$ cat config.mk
export PLATFORM = sky130hd
export DESIGN_NAME = psdr_device
export DESIGN_NICKNAME = d
export VERILOG_FILES = /design/src/psdr_pkg.sv /design/src/psdr_device.sv
export VERILOG_INCLUDE_DIRS = /design/src
export SDC_FILE = /design/constraint.sdc
export NUM_CORES = 1
export LEC_CHECK = 0
export BUFFER_PORTS_ARGS = -buffer_cell sky130_fd_sc_hd__buf_2
export CAP_MARGIN = 20
export CORE_ASPECT_RATIO = 0.5
export CORE_MARGIN = 8
export CORE_UTILIZATION = 61
export DETAILED_ROUTE_END_ITERATION = 6
export HOLD_SLACK_MARGIN = 0.08
export PLACE_DENSITY = 0.81
export SETUP_SLACK_MARGIN = 0.15
export SLEW_MARGIN = 25
export SYNTH_ARGS = -nofsm -noshare
export SYNTH_HDL_FRONTEND = slang
export SYNTH_SLANG_ARGS = --single-unit
export TNS_END_PERCENT = 5
$ cat constraint.sdc
create_clock -name clock -period 9.87 [get_ports clock]
set_clock_uncertainty 0.2 [all_clocks]
set_input_delay 1.974 -clock clock [delete_from_list [all_inputs] [get_ports clock]]
set_output_delay 1.974 -clock clock [all_outputs]
set_load 0.02 [all_outputs]
$ cat src/psdr_params.svh
`ifndef PSDR_PARAMS_SVH
`define PSDR_PARAMS_SVH

// Command-address word layout: six bytes, most significant first.
`define PSDR_CA_BYTES      3'd6
`define PSDR_CA_ROW_BYTES  3'd4
`define PSDR_CA_RW_BIT     47
`define PSDR_CA_SPACE_BIT  46
`define PSDR_CA_BURST_BIT  45
`define PSDR_CA_UPPER_HI   44
`define PSDR_CA_UPPER_LO   16
`define PSDR_CA_LOWER_HI   2

// Reset values.
`define PSDR_RST_BYTE      8'h00
`define PSDR_RST_WORD      16'h0000
`define PSDR_RST_CA        48'h0000_0000_0000

// Wrap masks (wrapped burst length in words minus one), selected by a two-bit code.
`define PSDR_WRAP_W16B     8'h07
`define PSDR_WRAP_W32B     8'h0f
`define PSDR_WRAP_W64B     8'h1f
`define PSDR_WRAP_W128B    8'h3f

`endif

$ cat src/psdr_pkg.sv
package psdr_pkg;

  typedef enum logic [2:0] {
    PSDR_IDLE  = 3'b000,
    PSDR_CMD   = 3'b001,
    PSDR_LAT   = 3'b010,
    PSDR_RDATA = 3'b011,
    PSDR_WDATA = 3'b100,
    PSDR_DONE  = 3'b101
  } psdr_state_t;

  typedef struct packed {
    logic       is_read;
    logic       is_reg;
    logic       is_linear;
  } psdr_cmd_t;

  typedef struct packed {
    logic [3:0] latency;
    logic [1:0] wrap_sel;
  } psdr_cfg_t;

  typedef struct packed {
    logic        valid;
    logic        is_reg;
    logic [1:0]  byte_en;
    logic [15:0] data;
  } psdr_wr_t;

endpackage : psdr_pkg

$ cat src/psdr_device.sv
// Behaviour
// Register read: upper byte on strobe high.
// Write: upper byte rising, lower byte falling.
// Register space always big-endian.
// Master centres write data between edges.
// Latency writes: strobe high masks byte.
// Zero-latency writes: strobe released, full words. Only register writes get full words; memory writes use the strobe mask.
// Master selects with idle clock first.
// First word: read, space, burst type bits.
// Array access starts after first two words.
// Master honours read-write recovery time.
// Strobe high during command doubles latency.
// After latency, strobe and data start together.
// Data continues while clock toggles, select low.
// Strobe held low to pause between words.
// Wrapped bursts wrap; linear bursts run on.
// Reading past last address gives undefined data.
// Master ends reads only with idle clock.
// No dependence on clock outside transactions.
// Transactions start with true clock low.
// Complement clock only on low-voltage parts.
// Device alone drives strobe during reads.
// Master captures read bytes on strobe edges.
`include "psdr_params.svh"

module psdr_device #(
  parameter int ADDR_W = 23
) (
  input  wire logic                clock,
  input  wire logic                rst,
  input  wire logic                cs_n,
  input  wire logic                bus_clk,
  input  wire logic                bus_clk_complement,
  input  wire logic [7:0]          dq_in,
  output logic      [7:0]          dq_out,
  output logic                     dq_oe_n,
  input  wire logic                rw_data_strobe_in,
  output logic                     rw_data_strobe_out,
  output logic                     rw_data_strobe_oe_n,
  input  wire psdr_pkg::psdr_cfg_t cfg,
  input  wire logic                extra_latency,
  output logic                     act_start,
  output psdr_pkg::psdr_cmd_t      cmd,
  output logic                     rd_req,
  output logic      [ADDR_W-1:0]   rd_addr,
  input  wire logic                rd_ack,
  input  wire logic [15:0]         rd_data,
  output psdr_pkg::psdr_wr_t       wr,
  output logic      [ADDR_W-1:0]   wr_addr
);

  // The wrap mask needs the low eight address bits, and a word address never exceeds 32 bits.
  initial begin
    if (ADDR_W < 8 || ADDR_W > 32) begin
      $error("ADDR_W must lie between 8 and 32");
    end
  end

  // The bus runs far slower than clock; every pin but bus_clk_complement is synchronised, so edges of
  // bus_clk are seen a few cycles late but in order with the data beside them.
  logic [1:0] clk_sync;
  logic [1:0] cs_sync;
  logic [1:0] rw_data_strobe_sync;
  logic [7:0] dq_s1;
  logic [7:0] dq_s2;
  logic       clk_prev;

  always_ff @(posedge clock or posedge rst) begin
    if (rst) begin
      clk_sync  <= 2'h0;
      cs_sync   <= 2'h3;
      rw_data_strobe_sync <= 2'h0;
      dq_s1     <= `PSDR_RST_BYTE;
      dq_s2     <= `PSDR_RST_BYTE;
      clk_prev  <= 1'b0;
    end else begin
      clk_sync  <= {clk_sync[0], bus_clk};
      cs_sync   <= {cs_sync[0], cs_n};
      rw_data_strobe_sync <= {rw_data_strobe_sync[0], rw_data_strobe_in};
      dq_s1     <= dq_in;
      dq_s2     <= dq_s1;
      clk_prev  <= clk_sync[1];
    end
  end

  // The complement clock carries no extra information for a sampling design.
  logic clk_level;
  assign clk_level = clk_sync[1];

  logic selected;
  logic rise;
  logic fall;
  assign selected = !cs_sync[1];
  // clk_prev resets to the idle level of bus_clk, so no false rise follows reset.
  assign rise     = selected && clk_level && !clk_prev;
  assign fall     = selected && !clk_level && clk_prev;

  function automatic logic [ADDR_W-1:0] next_addr(input logic [ADDR_W-1:0] a,
                                                   input logic             linear,
                                                   input logic [1:0]       sel);
    logic [ADDR_W-1:0] mask;
    logic [ADDR_W-1:0] inc;
    mask = '0;
    unique case (sel)
      2'h0: mask[7:0] = `PSDR_WRAP_W16B;
      2'h1: mask[7:0] = `PSDR_WRAP_W32B;
      2'h2: mask[7:0] = `PSDR_WRAP_W64B;
      2'h3: mask[7:0] = `PSDR_WRAP_W128B;
    endcase
    inc = a + {{(ADDR_W-1){1'b0}}, 1'b1};
    if (linear) begin
      next_addr = inc;
    end else begin
      next_addr = (a & ~mask) | (inc & mask);
    end
  endfunction : next_addr

  psdr_pkg::psdr_state_t state;
  logic [47:0]           ca;
  logic [2:0]            ca_edges;
  logic [4:0]            lat_cnt;
  logic                  long_lat;
  logic [4:0]            lat_target;
  logic [47:0]           ca_full;
  logic [ADDR_W-1:0]     start_addr;

  assign lat_target = long_lat ? {cfg.latency, 1'b0} : {1'b0, cfg.latency};
  assign ca_full    = {ca[39:0], dq_s2};
  assign start_addr = ADDR_W'({ca_full[`PSDR_CA_UPPER_HI:`PSDR_CA_UPPER_LO],
                               ca_full[`PSDR_CA_LOWER_HI:0]});

  // Decides where the transaction goes once the sixth byte has arrived.
  function automatic psdr_pkg::psdr_state_t after_cmd(input logic [47:0] w,
                                                      input logic [4:0]  lat);
    if (!w[`PSDR_CA_RW_BIT] && w[`PSDR_CA_SPACE_BIT]) begin
      after_cmd = psdr_pkg::PSDR_WDATA;
    end else if (lat == 5'h00) begin
      after_cmd = w[`PSDR_CA_RW_BIT] ? psdr_pkg::PSDR_RDATA : psdr_pkg::PSDR_WDATA;
    end else begin
      after_cmd = psdr_pkg::PSDR_LAT;
    end
  endfunction : after_cmd

  logic data_go;
  assign data_go = (state == psdr_pkg::PSDR_LAT) && rise && (lat_cnt == lat_target);

  // Transaction sequencing; deselect ends everything, whatever the bus clock does.
  always_ff @(posedge clock or posedge rst) begin
    if (rst) begin
      state    <= psdr_pkg::PSDR_IDLE;
      ca       <= `PSDR_RST_CA;
      ca_edges <= 3'h0;
      lat_cnt  <= 5'h00;
      long_lat <= 1'b0;
      cmd      <= '0;
    end else if (!selected) begin
      state    <= psdr_pkg::PSDR_IDLE; // see
      ca_edges <= 3'h0;
      lat_cnt  <= 5'h00;
      long_lat <= extra_latency;
    end else begin
      unique case (state)
        psdr_pkg::PSDR_IDLE: begin
          state <= psdr_pkg::PSDR_CMD; // see
        end
        psdr_pkg::PSDR_CMD: begin
          if (rise || fall) begin
            ca       <= ca_full;
            ca_edges <= ca_edges + 3'h1;
            if (ca_edges == `PSDR_CA_BYTES - 3'h1) begin
              cmd.is_read   <= ca_full[`PSDR_CA_RW_BIT];
              cmd.is_reg    <= ca_full[`PSDR_CA_SPACE_BIT];
              cmd.is_linear <= ca_full[`PSDR_CA_BURST_BIT];
              state         <= after_cmd(ca_full, lat_target);
            end
          end
        end
        psdr_pkg::PSDR_LAT: begin
          // Only rising edges count; the rise that meets the target carries data.
          if (rise) begin
            lat_cnt <= lat_cnt + 5'h01;
          end
          if (data_go) begin
            state <= cmd.is_read ? psdr_pkg::PSDR_RDATA : psdr_pkg::PSDR_WDATA;
          end
        end
        psdr_pkg::PSDR_RDATA,
        psdr_pkg::PSDR_WDATA,
        psdr_pkg::PSDR_DONE: begin
          state <= state;
        end
        default: begin
          state <= psdr_pkg::PSDR_DONE;
        end
      endcase
    end
  end

  // Row and upper column are known after four bytes, so the array may open early.
  always_ff @(posedge clock or posedge rst) begin
    if (rst) begin
      act_start <= 1'b0;
    end else begin
      act_start <= (state == psdr_pkg::PSDR_CMD) && (rise || fall) &&
                   (ca_edges == `PSDR_CA_ROW_BYTES - 3'h1);
    end
  end

  // Read path: one word is prefetched so a stall only shows as a held-low strobe.
  logic              fetch_en;
  logic              have_word;
  logic [15:0]       word;
  logic [7:0]        lo_byte;
  logic              lo_pending;

  // Gated by select so that no word is taken in the cycles after a deselect.
  assign fetch_en = selected && cmd.is_read &&
                    (state == psdr_pkg::PSDR_LAT || state == psdr_pkg::PSDR_RDATA);
  assign rd_req   = fetch_en && !have_word;

  always_ff @(posedge clock or posedge rst) begin
    if (rst) begin
      rd_addr     <= '0;
      have_word   <= 1'b0;
      word        <= `PSDR_RST_WORD;
    end else if (!selected) begin
      // A deselect drops the prefetched word; the next transaction fetches afresh.
      have_word   <= 1'b0;
    end else begin
      if (state == psdr_pkg::PSDR_CMD && (rise || fall) &&
          ca_edges == `PSDR_CA_BYTES - 3'h1) begin
        rd_addr <= start_addr;
      end
      if (rd_req && rd_ack) begin
        word      <= rd_data;
        have_word <= 1'b1;
        rd_addr   <= next_addr(rd_addr, cmd.is_linear, cfg.wrap_sel); // see
      end else if (rise && have_word && !lo_pending &&
                   (data_go || state == psdr_pkg::PSDR_RDATA)) begin
        have_word <= 1'b0;
      end
    end
  end

  logic read_phase;
  logic drive_strobe;
  // Reading starts on the very rise that ends the latency, not one cycle later.
  assign read_phase = cmd.is_read && (data_go || state == psdr_pkg::PSDR_RDATA);

  always_ff @(posedge clock or posedge rst) begin
    if (rst) begin
      dq_out             <= `PSDR_RST_BYTE;
      lo_byte            <= `PSDR_RST_BYTE;
      lo_pending         <= 1'b0;
      rw_data_strobe_out <= 1'b0;
    end else if (state == psdr_pkg::PSDR_CMD || state == psdr_pkg::PSDR_IDLE) begin
      rw_data_strobe_out <= selected && long_lat;
      lo_pending         <= 1'b0;
    end else if (read_phase) begin
      if (rise && have_word && !lo_pending) begin
        dq_out             <= word[15:8]; // see see
        lo_byte            <= word[7:0];
        lo_pending         <= 1'b1;
        rw_data_strobe_out <= 1'b1;
      end else if (fall && lo_pending) begin
        dq_out             <= lo_byte; // see
        lo_pending         <= 1'b0;
        rw_data_strobe_out <= 1'b0;
      end else if (rise) begin
        // No word ready at a rise: the strobe stays low and dq holds, a pause for the master.
        rw_data_strobe_out <= 1'b0;
      end
    end else begin
      rw_data_strobe_out <= 1'b0;
    end
  end

  // The strobe is driven during command bytes and reads; for zero-latency writes
  // it is released, since the master leaves it floating there.
  assign drive_strobe = selected &&
                        (state == psdr_pkg::PSDR_CMD ||
                         (cmd.is_read && (state == psdr_pkg::PSDR_LAT ||
                                          state == psdr_pkg::PSDR_RDATA))); // see

  always_ff @(posedge clock or posedge rst) begin
    if (rst) begin
      rw_data_strobe_oe_n <= 1'b1;
      dq_oe_n             <= 1'b1;
    end else begin
      rw_data_strobe_oe_n <= !drive_strobe;
      // Data drive opens on the rise that ends the latency, together with the first byte.
      dq_oe_n             <= !(selected && cmd.is_read &&
                               (state == psdr_pkg::PSDR_RDATA || data_go));
    end
  end

  // Write path: bytes are sampled mid-cell because the master centres them.
  logic       zero_lat;
  logic       hi_mask;
  logic [7:0] hi_byte;
  logic       hi_taken;
  logic       wr_phase;

  assign zero_lat = cmd.is_reg;
  assign wr_phase = !cmd.is_read &&
                    (state == psdr_pkg::PSDR_WDATA || data_go);

  always_ff @(posedge clock or posedge rst) begin
    if (rst) begin
      wr       <= '0;
      wr_addr  <= '0;
      hi_byte  <= `PSDR_RST_BYTE;
      hi_mask  <= 1'b0;
      hi_taken <= 1'b0;
    end else begin
      wr.valid <= 1'b0;
      // Step the address once the word has been handed over, so wr_addr names it while valid.
      if (wr.valid) begin
        wr_addr <= next_addr(wr_addr, cmd.is_linear, cfg.wrap_sel);
      end
      if (!selected) begin
        hi_taken <= 1'b0;
      end else if (state == psdr_pkg::PSDR_CMD && (rise || fall) &&
                   ca_edges == `PSDR_CA_BYTES - 3'h1) begin
        wr_addr <= start_addr;
      end else if (wr_phase && rise) begin
        hi_byte  <= dq_s2; // see
        // Register-space writes (zero_lat) ignore the strobe: they always write whole words.
        hi_mask  <= !zero_lat && rw_data_strobe_sync[1];
        hi_taken <= 1'b1;
      end else if (wr_phase && fall && hi_taken) begin
        wr.valid   <= 1'b1;
        wr.is_reg  <= cmd.is_reg;
        wr.data    <= {hi_byte, dq_s2}; // see
        wr.byte_en <= zero_lat ? 2'h3 : {!hi_mask, !rw_data_strobe_sync[1]}; // see
        hi_taken   <= 1'b0;
      end
    end
  end

endmodule : psdr_device

==> results.py <==
metrics = {
    "power": {
        "p_int_mw": 1.34,
        "ir_drop_mv": 0.115,
        "power_density_nw_per_um2": 187,
        "seqPwrFrac_pct": 51.3,
        "power.share.clock_pct": 42.2,
        "power.share.combinational_pct": 6.5,
        "netSwitchingPower_mw": 0.397,
        "p_sw_share_pct": 22.9,
        "p_leak_nw": 4.49,
    },
    "routing": {
        "drt_iter0_drc": 364,
        "dr_wl_met3_um": 1050,
        "drt_pass1_iterations": 5,
        "vias": 5489,
        "finalWirelength_um": 17400,
        "met1_length_um": 7710,
        "ant_nets": 0,
        "routed_via_density": 5.85,
        "wl_per_cell_um": 18.5,
        "routed.top_layer": "met5",
        "wl_met2_um": 8380,
        "drc": 0,
    },
    "sta": {
        "whs_ps": 148,
        "setup_tns_ps": 0,
        "slew_headroom_pct": 31.1,
        "period_share_pct": 45.0,
        "tightest_slew_ps": 1030,
        "fmax_ghz": 0.225,
        "finalMaxSlewViolations": 0,
        "hold_viol": 0,
        "fin_ws_ps": 5430,
        "rsz0062_at_grt": "false",
        "period_minus_slack_ps": 4440,
        "finalSetupViolCount": 0,
    },
    "layout": {
        "num-fill-cells": 875,
        "drive_above_1_share_pct": 35.4,
        "nets": 799,
        "insertedDiodeCount": 0,
        "syn_to_final_growth_pct": 17.2,
    },
    "clock_network": {
        "clockBufferDepth": 2,
        "cts.htree.levels": 4,
        "root_buffer": "clkbuf_16",
        "insertion_delay_ps": 420,
        "cts_buffers": 17,
        "postCtsResizedCells": 0,
        "cts_tree": "built",
        "ctsHoldBuffers": 0,
        "cts_setup_buffers": 0,
        "clkSlewWorstSetupHoldPaths_ps": 70,
        "numClockSinks": 186,
    },
    "critical_path": {
        "crit_path_start": "rd_ack",
        "worstSetupPathType": "in -> reg",
        "cpPeakStageDelay_ps": 670,
        "r2r-start": "cs_sync[1]",
        "cp_data_required_time_ps": 10000,
        "cp_num_buf_inv": 1,
        "r2r_slack_ps": 6240,
        "path_max_fanout": 11,
        "cp.arrival_ps": 4570,
        "cp_cell_sequence": "buf_2 -> nor3b_1 -> nand3_1 -> or4_1 -> nor2_1 -> a311oi_1 -> nor3_1",
        "cp_slowest_cell": "or4_1",
        "cp-start-kind": "input pin",
        "critical_path.top_delay_family": "simple AND/OR/NAND/NOR gates",
        "worstSetupEndpointType": "register",
    },
    "placement": {
        "gp_congestion": 0.829,
        "port-buffer-count": 118,
        "dpl.hpwl_um": 11600,
        "dp_slack_ps": 5160,
    },
    "synthesis": {
        "yosysTopAreaCell": "dfrtp_1",
        "yosys.cell_count.top_type": "dfrtp_1",
        "synthFlopType": "dfrtp_1",
        "syn_area_sq_um": 7900,
        "synth.area.top_cells": "dfrtp_1 (58%), mux2_2 (15%), nor2_1 (2.4%)",
        "synth_enable_flop_cells": 0,
        "ys_seq_area_share_pct": 59.0,
        "syn_area_per_cell_sq_um": 12.3,
        "netlist_instances": 642,
        "synth_common_cells": "dfrtp_1 (182), mux2_2 (103), nor2_1 (50)",
        "synthDistinctLibCells": 52,
        "yosysWarnings": 0,
        "postSynth.asyncResetShare_pct": 100,
        "synth_top_area_share_pct": 57.6,
        "ys_seq_elements": 186,
        "synth.net_count": 686,
    },
    "floorplan": {
        "rows": 29,
        "boundaryPins": 120,
        "die_area_sq_um": 17100,
        "fp.dieH_um": 96.5,
        "dieWidth_um": 177,
        "design.core.area_sq_um": 12700,
        "start_util_pct": 62.4,
    },
    "job": {
        "maxCapViolCount": 0,
    },
    "global_routing": {
        "groute.usage.overall_pct": 20.8,
        "grt_pass1_wl_um": 28300,
        "antenna_found_initial": 1,
        "grt_pass1_vias": 5599,
        "grt_overflow": 0,
        "grt_max_degree": 109,
    },
    "hold_path": {
        "min_path_type": "reg -> reg",
        "min_from": "dq_s1[7]",
    },
    "outcome": {
        "run_status": "finished clean",
    },
}
-- area by class of cell --
| type | count | area (sq um) | area share [%] |
|---|---|---|---|
| Clock buffer | 20 | 457 | 4.93 |
| Clock inverter | 12 | 185 | 2.00 |
| Inverter | 10 | 45.0 | 0.486 |
| Multi-Input combinational cell | 419 | 3090 | 33.3 |
| Sequential cell | 186 | 4660 | 50.3 |
| Tap cell | 170 | 213 | 2.30 |
| Timing Repair Buffer | 121 | 617 | 6.66 |
-- sequential cells by signal, indices dropped and copies added, names as in the netlist, 3 cells and up, named ones only --
register and count:
dq_out 8, ca_edges 3, rd_addr 20, dq_s1 8, hi_byte 8, word 16
ca 34, lo_byte 8, state 3, wr_addr 23, lat_cnt 5, dq_s2 8
wr 20
-- kinds of logic (layout without fill, tap and decap cells) --
family / after synthesis / after routing / synth area share [%]
simple gates: 192 / 192 / 12.4
buf+inv: 37 / 163 / 2.12
mux: 107 / 107 / 15.2
compound gates: 82 / 82 / 6.79
xor+xnor: 32 / 32 / 3.55
fa+ha+maj: 6 / 6 / 0.950
flops: 186 / 186 / 59.0
-- power by group through the flow --
stage	sequential (mW)	combinational [mW]	clock, mW
finish	0.888	0.113	0.732
global route	0.895	0.126	0.774
CTS	0.887	0.115	0.742
detailed placement	0.898	0.111	0
global placement	0.893	0.106	0
floorplan	0.879	0.0872	0
-- path summary, 6_finish.rpt --
path,end,depth (start not counted)
worst max-delay path,rd_addr[19],7
worst min-delay path,dq_s2[7],0
worst max register to register,wr_addr[10],5
worst min register to register,dq_s2[7],0
max in group asynchronous,dq_s1[7],3
min in group asynchronous,word[0],2
-- through the flow --
| step | instance area (sq um) | power [mW] | cells | util (%) |
|---|---|---|---|---|
| global placement | 8610 | 0.999 | 906 | 68.0 |
| global route | 9260 | 1.80 | 938 | 73.2 |
| floorplan | 7900 | 0.966 | 642 | - |
| CTS | 9260 | 1.74 | 938 | 73.1 |
| finish | 9260 | 1.73 | 938 | 73.2 |
| detailed placement | 8610 | 1.01 | 906 | 68.0 |
-- cells in the final DEF, fill, tap and decap left out, drive strengths merged, types with 15 or more instances in the layout --
master / n
nor2: 50
nand2: 33
a21oi: 31
xor2: 20
nor3: 26
o21ai: 15
mux2: 103
dfrtp: 182
clkbuf: 20
buf: 121
nand3: 20
-- metal layers --
layer  vias to the layer above  global-route usage, %
li1                       2525                      -
met1                      2761                   27.0
met2                       175                   34.7
met3                        26                   5.31
met4                         2                   6.05
met5                         -                      0
Note: power is estimated with default switching activity, not from simulation.
